==> config.mk <==
export PLATFORM = sky130hd
export DESIGN_NAME = pts_port_sequencer_flat
export DESIGN_NICKNAME = d
export VERILOG_FILES = /design/src/pts_pkg.sv /design/src/pts_link_if.sv /design/src/pts_loop_counter.sv /design/src/pts_port_sequencer.sv /design/src/flat_wrapper.sv
export SDC_FILE = /design/constraint.sdc
export NUM_CORES = 2
export LEC_CHECK = 0
export BUFFER_PORTS_ARGS = -buffer_cell sky130_fd_sc_hd__buf_2
export CAP_MARGIN = 20
export CORE_AREA = 4 4 344 431
export DETAILED_ROUTE_END_ITERATION = 16
export DIE_AREA = 0 0 348 435
export PLACE_DENSITY = 0.74
export SLEW_MARGIN = 30
export SYNTH_ARGS = -nofsm -noshare
export SYNTH_HDL_FRONTEND = slang
export SYNTH_SLANG_ARGS = --single-unit
==> constraint.sdc <==
create_clock -name pclk -period 3.25 [get_ports pclk]
set_input_delay 0.325 -clock pclk [delete_from_list [all_inputs] [get_ports pclk]]
set_output_delay 0.325 -clock pclk [all_outputs]
set_load 0.02 [all_outputs]
==> src/pts_pkg.sv <==
package pts_pkg;
    // host-side register map (APB, byte addresses)
    localparam logic [7:0] PTS_CTRL_OFS     = 8'h00;
    localparam logic [7:0] PTS_PROG_OFS     = 8'h04;
    localparam logic [7:0] PTS_STATUS_OFS   = 8'h08;
    localparam logic [7:0] PTS_DATA_OFS     = 8'h0C;
    localparam logic [7:0] PTS_IRQ_STAT_OFS = 8'h10;
    localparam logic [7:0] PTS_IRQ_MASK_OFS = 8'h14;
    localparam logic [7:0] PTS_SWITCH_OFS   = 8'h18;
    localparam logic [7:0] PTS_BAUD_OFS     = 8'h1C;
    // control register fields
    localparam int PTS_CTRL_EXEC_BIT = 0;
    localparam int PTS_CTRL_LOAD_BIT = 1;
    // switch buffer bit that shows execution in progress
    localparam int PTS_BUSY_BIT = 5;
    // baud port keeps data bits 3 and 4
    localparam logic [7:0] PTS_BAUD_MASK = 8'h18;
    // irq bits
    localparam int PTS_IRQ_DONE_BIT = 0;
    localparam int PTS_IRQ_XFER_BIT = 1;
    // opcodes
    localparam logic [7:0] PTS_OP_LOAD_DATA  = 8'h85;
    localparam logic [7:0] PTS_OP_JUMP_HALT  = 8'h04;
    localparam logic [7:0] PTS_OP_LOAD_LOOP  = 8'h81;
    localparam logic [7:0] PTS_OP_DEC_JNZ    = 8'h82;
    localparam logic [7:0] PTS_OP_JUMP       = 8'h83;
    localparam logic [7:0] PTS_OP_PORT_XFER  = 8'h84;
    localparam logic [7:0] PTS_LOOP_ALL_ONES = 8'hFF;
    localparam logic [7:0] PTS_RESET_BYTE   = 8'h00;
    // port command codes on the link
    typedef enum logic [1:0] {
        PTS_CMD_NONE,
        PTS_CMD_LOAD,
        PTS_CMD_EXEC,
        PTS_CMD_RDDATA
    } pts_cmd_t;
    localparam int PTS_PROG_DEPTH = 256;
endpackage

==> src/pts_link_if.sv <==
`timescale 1ns/1ps
interface pts_link_if;
    import pts_pkg::*;
    pts_cmd_t   cmd;
    logic       cmd_valid;
    logic [7:0] cmd_data;
    logic [7:0] sw_buffer;
    logic [7:0] data_out;
    logic       bus_request_n;
    logic       bus_ack_n;
    logic       bus_read_strobe_n;
    logic       diag_write_strobe_n;
    logic [7:0] bus_data_to_seq;
    logic [7:0] bus_data_from_seq;
    modport device (
        input  cmd, cmd_valid, cmd_data, bus_ack_n, bus_data_to_seq,
        output sw_buffer, data_out, bus_request_n, bus_read_strobe_n,
        output diag_write_strobe_n, bus_data_from_seq
    );
    modport host (
        output cmd, cmd_valid, cmd_data, bus_ack_n, bus_data_to_seq,
        input  sw_buffer, data_out, bus_request_n, bus_read_strobe_n,
        input  diag_write_strobe_n, bus_data_from_seq
    );
endinterface // pts_link_if

==> src/pts_loop_counter.sv <==
`timescale 1ns/1ps
module pts_loop_counter
    import pts_pkg::*;
(
    input  wire logic       pclk,
    input  wire logic       presetn,
    input  wire logic       loop_ctrl_0,
    input  wire logic       loop_ctrl_1,
    input  wire logic [7:0] load_value,
    output logic            loop_terminal_n
);
    logic [7:0] count;
    logic [7:0] next_count;
    // ctrl_1 loads, ctrl_0 counts up
    assign next_count = loop_ctrl_1 ? load_value
                      : loop_ctrl_0 ? 8'(count + 8'h01) : count;
    assign loop_terminal_n = (count != PTS_LOOP_ALL_ONES);
    always_ff @(posedge pclk or negedge presetn) begin
        if (!presetn) begin
            count <= PTS_RESET_BYTE;
        end else begin
            count <= next_count;
        end
    end
endmodule // pts_loop_counter

==> src/pts_port_sequencer.sv <==
// The implementer's own choices: register access over APB and the register offsets.
`timescale 1ns/1ps
// Summary of operation
// - host loads program, then executes it
// - busy bit high while running
// - opcode 85 loads output data register
// - opcode 04 jumps then halts
// - two-byte instructions, sequential program counter
// - loop counter counts up; load takes the operand unchanged
// - terminal output low at all ones
// - decrement-jump-not-zero branches until terminal
// - terminal routed through test multiplexer
// - host reads back data register
// - bus request waits for acknowledge
// - read strobe fetches source word
// - write strobe stores to destination
// - baud port keeps bits 3 and 4
// - port decoder selects load and execute
module pts_port_sequencer
    import pts_pkg::*;
(
    input  wire logic pclk,
    input  wire logic presetn,
    pts_link_if.device link
);
    typedef enum {
        PTS_IDLE, PTS_FETCH_OP, PTS_FETCH_ARG, PTS_EXEC,
        PTS_BUS_REQ, PTS_BUS_READ, PTS_BUS_WRITE, PTS_BUS_DONE
    } pts_state_t;

    pts_state_t state;
    pts_state_t next_state;
    logic [7:0] prog_mem [PTS_PROG_DEPTH];
    logic [7:0] load_addr;
    logic [7:0] pc;
    logic [7:0] next_pc;
    logic [7:0] opcode;
    logic [7:0] operand;
    logic [7:0] data_reg;
    logic [7:0] xfer_word;
    logic       busy;
    logic       next_busy;
    logic       loop_terminal_n;
    logic       test_cond;
    logic       loop_ctrl_0;
    logic       loop_ctrl_1;

    // opcode decode shared by the fetch and execute stages
    function automatic logic op_is(input logic [7:0] code,
                                   input logic [7:0] want);
        return (code == want);
    endfunction

    // port decode of host commands
    wire do_load = link.cmd_valid && (link.cmd == PTS_CMD_LOAD);
    wire do_exec = link.cmd_valid && (link.cmd == PTS_CMD_EXEC) && !busy;
    wire in_exec = (state == PTS_EXEC);
    wire op_loop = in_exec && op_is(opcode, PTS_OP_LOAD_LOOP);
    wire op_djnz = in_exec && op_is(opcode, PTS_OP_DEC_JNZ);
    wire op_data      = in_exec && op_is(opcode, PTS_OP_LOAD_DATA);
    wire st_fetch_op  = (state == PTS_FETCH_OP);
    wire st_fetch_arg = (state == PTS_FETCH_ARG);
    wire st_bus_read  = (state == PTS_BUS_READ);
    wire st_bus_write = (state == PTS_BUS_WRITE);
    wire owns_bus     = (state == PTS_BUS_REQ) || st_bus_read || st_bus_write;
    wire load_ok      = do_load && !busy;
    // loop counter steps while the dec-jnz operand is fetched
    wire step_loop    = st_fetch_arg && op_is(opcode, PTS_OP_DEC_JNZ);

    // test-condition multiplexer
    assign test_cond = op_djnz ? loop_terminal_n : 1'b0;
    assign loop_ctrl_1 = op_loop;
    assign loop_ctrl_0 = step_loop;

    pts_loop_counter u_loop (
        .pclk            (pclk),
        .presetn         (presetn),
        .loop_ctrl_0     (loop_ctrl_0),
        .loop_ctrl_1     (loop_ctrl_1),
        .load_value      (operand),
        .loop_terminal_n (loop_terminal_n)
    );

    // exec sees the counter after its step in the operand fetch
    always_comb begin
        next_state = state;
        next_pc    = pc;
        next_busy  = busy;
        unique case (state)
            PTS_IDLE: begin
                if (do_exec) begin
                    next_state = PTS_FETCH_OP;
                    next_pc    = PTS_RESET_BYTE;
                    next_busy  = 1'b1;
                end
            end
            PTS_FETCH_OP: begin
                next_state = PTS_FETCH_ARG;
                next_pc    = 8'(pc + 8'h01);
            end
            PTS_FETCH_ARG: begin
                next_state = PTS_EXEC;
                next_pc    = 8'(pc + 8'h01);
            end
            PTS_EXEC: begin
                next_state = PTS_FETCH_OP;
                unique case (opcode)
                    PTS_OP_JUMP_HALT: begin
                        next_pc    = operand;
                        next_state = PTS_IDLE;
                        next_busy  = 1'b0;
                    end
                    PTS_OP_JUMP: next_pc = operand;
                    PTS_OP_DEC_JNZ: begin
                        // terminal count reached: fall through
                        if (test_cond) begin
                            next_pc = operand;
                        end
                    end
                    PTS_OP_PORT_XFER: next_state = PTS_BUS_REQ;
                    default: next_state = PTS_FETCH_OP;
                endcase
            end
            PTS_BUS_REQ: begin
                if (!link.bus_ack_n) begin
                    next_state = PTS_BUS_READ;
                end
            end
            PTS_BUS_READ: next_state = PTS_BUS_WRITE;
            PTS_BUS_WRITE: next_state = PTS_BUS_DONE;
            PTS_BUS_DONE: begin
                if (link.bus_ack_n) begin
                    next_state = PTS_FETCH_OP;
                end
            end
            default: next_state = PTS_IDLE;
        endcase
    end

    always_ff @(posedge pclk or negedge presetn) begin
        if (!presetn) begin
            state <= PTS_IDLE;
            pc    <= PTS_RESET_BYTE;
            busy  <= 1'b0;
        end else begin
            state <= next_state;
            pc    <= next_pc;
            busy  <= next_busy;
        end
    end

    // program memory load port
    always_ff @(posedge pclk or negedge presetn) begin
        if (!presetn) begin
            load_addr <= PTS_RESET_BYTE;
        end else if (do_exec) begin
            load_addr <= PTS_RESET_BYTE;
        end else if (load_ok) begin
            load_addr <= 8'(load_addr + 8'h01);
        end
    end

    always_ff @(posedge pclk) begin
        if (load_ok) begin
            prog_mem[load_addr] <= link.cmd_data;
        end
    end

    // data path registers, one per stage
    always_ff @(posedge pclk or negedge presetn) begin
        if (!presetn) begin
            opcode <= PTS_RESET_BYTE;
        end else if (st_fetch_op) begin
            opcode <= prog_mem[pc];
        end
    end

    always_ff @(posedge pclk or negedge presetn) begin
        if (!presetn) begin
            operand <= PTS_RESET_BYTE;
        end else if (st_fetch_arg) begin
            operand <= prog_mem[pc];
        end
    end

    always_ff @(posedge pclk or negedge presetn) begin
        if (!presetn) begin
            data_reg <= PTS_RESET_BYTE;
        end else if (op_data) begin
            data_reg <= operand;
        end
    end

    always_ff @(posedge pclk or negedge presetn) begin
        if (!presetn) begin
            xfer_word <= PTS_RESET_BYTE;
        end else if (st_bus_read) begin
            xfer_word <= link.bus_data_to_seq & PTS_BAUD_MASK;
        end
    end

    // bus strobes follow the transfer states
    assign link.bus_request_n       = !owns_bus;
    assign link.bus_read_strobe_n   = !st_bus_read;
    assign link.diag_write_strobe_n = !st_bus_write;
    assign link.bus_data_from_seq   = xfer_word;
    assign link.data_out            = data_reg;
    assign link.sw_buffer = {2'b00, busy, 5'b00000};
endmodule // pts_port_sequencer

==> src/flat_wrapper.sv <==
// flat-port wrapper written by rule: the top's interface ports become plain ports
module pts_port_sequencer_flat import pts_pkg::*;
  (pclk, presetn, link_cmd, link_cmd_valid, link_cmd_data, link_bus_ack_n, link_bus_data_to_seq, link_sw_buffer, link_data_out, link_bus_request_n, link_bus_read_strobe_n, link_diag_write_strobe_n, link_bus_data_from_seq);
  pts_link_if link_i ();
  input  wire logic pclk;
  input  wire logic presetn;
  input wire logic [$bits(link_i.cmd)-1:0] link_cmd;
  input wire logic [$bits(link_i.cmd_valid)-1:0] link_cmd_valid;
  input wire logic [$bits(link_i.cmd_data)-1:0] link_cmd_data;
  input wire logic [$bits(link_i.bus_ack_n)-1:0] link_bus_ack_n;
  input wire logic [$bits(link_i.bus_data_to_seq)-1:0] link_bus_data_to_seq;
  output wire logic [$bits(link_i.sw_buffer)-1:0] link_sw_buffer;
  output wire logic [$bits(link_i.data_out)-1:0] link_data_out;
  output wire logic [$bits(link_i.bus_request_n)-1:0] link_bus_request_n;
  output wire logic [$bits(link_i.bus_read_strobe_n)-1:0] link_bus_read_strobe_n;
  output wire logic [$bits(link_i.diag_write_strobe_n)-1:0] link_diag_write_strobe_n;
  output wire logic [$bits(link_i.bus_data_from_seq)-1:0] link_bus_data_from_seq;
  assign link_i.cmd = link_cmd;
  assign link_i.cmd_valid = link_cmd_valid;
  assign link_i.cmd_data = link_cmd_data;
  assign link_i.bus_ack_n = link_bus_ack_n;
  assign link_i.bus_data_to_seq = link_bus_data_to_seq;
  assign link_sw_buffer = link_i.sw_buffer;
  assign link_data_out = link_i.data_out;
  assign link_bus_request_n = link_i.bus_request_n;
  assign link_bus_read_strobe_n = link_i.bus_read_strobe_n;
  assign link_diag_write_strobe_n = link_i.diag_write_strobe_n;
  assign link_bus_data_from_seq = link_i.bus_data_from_seq;
  pts_port_sequencer u_core (.pclk(pclk), .presetn(presetn), .link(link_i));
endmodule
==> key figures <==
Run status
  – Outcome: finished, violations left
  – Failing checks: negative setup slack

Min path
  – HP Class: input port to asynchronous set/reset pin

GRT
  – First-pass GRT wire length: 347,000 um
  – Met2 Use GR: 0.501
  – Number of global-route vias before repair: 47,000
  – GRT met3 Usage: 0.0825
  – Total GRT Usage: 0.325
  – Largest net degree at the start of global routing: between 100 and 150
  – Most Used Layer, Global Route: met2
  – Grt ovf: 0
  – Initial antenna violation count: 7
  – GRT met1 Usage: 0.422

Critical path
  – Reg-to-reg endpoint: u_core.operand[3]
  – Worst Setup End Kind: flop
  – Worst Reg-to-Reg Cells: 9
  – Reg2reg start: u_core.pc[2]
  – WP data arrival: 4060 ps
  – Reg2Reg Setup Slack: -50 ps
  – Crit-path max FO: 26
  – Setup crit start kind: flop
  – CP required: ~4000 ps
  – Worst setup path category: flop to flop

Finish
  – Share of cells above drive strength 1: 0.292
  – Seq. cell area: 0.0629 mm^2
  – Fill cell count: 8,898
  – Nets: 4,963
  – Finished Layout Cells: approximately 7,000
  – Layout area overhead: 16.1%
  – Post-layout util: 0.670
  – Area occupied by multi-input gates: 0.0187 mm^2

Floorplanning
  – Initial core utilization: 0.577
  – Die ar.: between 0.15 and 0.2 mm^2
  – FP Rows: between 150 and 200
  – Die X: between 300 and 400 um
  – Core Box Area: 0.144 mm^2
  – Io pins: a little under 50
  – Chip height: around 440 um

Synthesis
  – Synth warnings: 0
  – Syn Area/Cell: 19.4 um^2
  – Synthesized flop and latch total: 2,102
  – Top cells by area, synth: edfxtp_1, mux4_2, mux2i_1, dfrtp_1, nor2_1
  – Share of the synthesized area in the top cell type: 0.740
  – Register area share after synthesis: 0.756
  – Syn Std Cell Area: 0.0832 mm^2
  – Asr flop ratio synth: 0.0257
  – Gate Count Post-Synth: 4,281
  – Yosys cell types: 80
  – Dominant register cell in the synthesized netlist: edfxtp_1
  – Number of flops mapped to enable cells by yosys: 2,048
  – Leading area contributor after synthesis: edfxtp_1

Placed design
  – Cells after DPL: 6,629
  – Placer Congestion: between 0.9 and 1
  – Port Buffers: 29
  – Dpl hpwl: 160,000 um
  – Place WS: -243 ps

Timing
  – Setup ws final: -54.8 ps
  – RSZ-0062 raised after global routing: yes
  – Skew final: about 37 ps
  – Final Hold Fails: 0
  – Slew Limit Fails: 0
  – Min Hold Slack: 29.8 ps
  – Crit share post-route: 1.02
  – Tightest Pin Transition: between 1000 and 1500 ps
  – Slew HR: 0.306
  – Setup Viol. Count Final: 5
  – Setup TNS Final: -135 ps
  – Post-route minimum period: 3300 ps
  – Fmax: 303 MHz

Clock tree
  – CTS sink count: 2,102
  – Clock root cell: clkbuf_16
  – CTS max path bufs: 3
  – TritonCTS clock tree: yes
  – Skew-Pair Late Insertion Delay: 840 ps
  – Worst-path clk slew: 60 ps
  – H-tree levels: 4
  – Num CTS Buffers: between 150 and 200

Detailed routing
  – DRT Pass-1 Iters: 8
  – Routed WL: 246,000 um
  – WL/cell: about 35 um
  – DRC Markers: 0
  – ANT nets after route: 0
  – DR iter-0 viols: approximately 8,000
  – Via density per instance: 6.88
  – DR vias: 48,100

Pwr
  – Maximum vdd drop: 0.000567 V
  – Leakage power: 32.0 nW
  – Pwr/cell area: 795 mW/mm^2

Job
  – Max-cap violations: 0
logic make-up (layout without fill, tap and decap cells):
logic type,Yosys count,count (layout),share of synthesized area
AO/OA/AOI/OAI,429,429,0.0358
XOR/XNOR,7,7,0.000737
adder cells (fa/ha/maj),6,6,0.000903
buffers and inverters,285,1077,0.0223
flip-flops,2102,2102,0.756
multiplexers,672,672,0.142
other,1,20,0.0000451
AND/OR/NAND/NOR,779,779,0.0420
power by group:
part	switching [mW]	internal [mW]	leakage, nW	total, mW
clock	9.71	12.8	2.98	22.5
combinational	13.7	10.2	9.95	23.8
sequential	0.514	30.0	19.1	30.5
routing by layer:
metal / wire length (um) / vias to the layer above
met5: 18 / -
met4: 19300 / 2
met3: 30700 / 908
met2: 115000 / 4043
met1: 80900 / 24300
li1: - / 18800
cell type report:
type / instances / area share
Inverter: 12 / 0.000466
Clock inverter: 102 / 0.0126
Multi-Input combinational cell: 1906 / 0.193
Tap cell: 1896 / 0.0246
Timing Repair Buffer: 730 / 0.0670
Clock buffer: 233 / 0.0509
Sequential cell: 2102 / 0.651
Antenna cell: 7 / 0.000181
placed cells by master, fill, tap and decap left out, types with 23 or more instances in the layout:
master	n
o21ai_0	45
nand3_1	66
mux2_2	54
bufinv_16	26
clkbuf_1	42
a31oi_1	24
clkinv_2	26
nor2b_1	23
edfxtp_1	2048
mux4_2	389
nand2_1	176
o221ai_1	31
clkinv_1	30
mux2i_1	215
o22ai_1	79
buf_12	70
clkbuf_16	191
buf_4	619
dfrtp_1	47
nor2_1	342
a21oi_1	61
nor3_1	41
a22oi_1	44
registers in the layout, summed over array words and instances (netlist names):
name / flops
u_core.opcode: 8
u_core.busy: 1
u_core.pc: 8
u_core.prog_mem: 2048
u_core.load_addr: 8
u_core.u_loop.count: 8
u_core.state: 3
u_core.link.bus_data_from_seq: 2
u_core.operand: 8
u_core.link.data_out: 8
metrics by stage:
stage                     power, mW  instance area (um^2)
final                          76.8                 96600
after global routing           78.6                 96600
after CTS                      76.0                 96400
after detailed placement       53.6                 90100
after global placement         53.4                 90100
after floorplan                43.8                 83200
timing repair:
action                                  in CTS  in global routing
endpoints found under the setup margin      16                 16
cloned                                       0                  2
setup buffers                                9                  1
endpoints found under the hold margin       50                  0
resized for setup                            9                 25
pin swaps                                    1                  1
hold buffers                                 5                  0
how the worst max path moves through the flow:
stage,from,to,slack (ps),depth (start not counted)
final,u_core.pc[2],u_core.operand[3],-50,9
after global routing,u_core.pc[0],u_core.opcode[5],-20,10
after CTS,u_core.pc[0],u_core.operand[0],10,10
after detailed placement,u_core.pc[0],u_core.operand[0],-240,10
after global placement,u_core.pc[0],u_core.opcode[5],-190,9
after floorplan,u_core.pc[0],u_core.operand[4],760,9
cells in the mapped netlist (6+ instances only):
master	n
nand2b_1	16
nand4_1	18
nor4_1	14
a21oi_1	62
a311oi_1	6
buf_12	12
o22ai_1	82
nand2_1	178
and2_1	18
mux2_2	54
and3_1	11
mux4_1	11
clkbuf_1	103
o21ai_1	12
buf_4	39
nor3_1	43
a31oi_1	26
a22oi_1	45
ha_1	6
dfrtp_1	54
o221ai_1	31
edfxtp_1	2048
nor2b_1	26
a221oi_1	13
a211oi_1	24
buf_8	9
a221o_1	13
buf_2	64
buf_1	9
mux2i_1	215
o311ai_0	6
buf_6	32
o21ai_0	45
or3_1	7
nand3_1	67
inv_1	10
o211ai_1	10
a41oi_1	6
nor3b_1	6
nor2_1	345
xor2_1	7
mux4_2	389
worst max-delay path, cell delays in order, from the launching register on:
cell	delay [ps]
dfrtp_4	520
buf_12	270
nor2b_2	600
buf_4	360
nand2_1	90
and4_2	280
nor4_1	640
buf_4	230
a211oi_2	50
o21ai_1	150
Power figures use the tool's default switching activity.
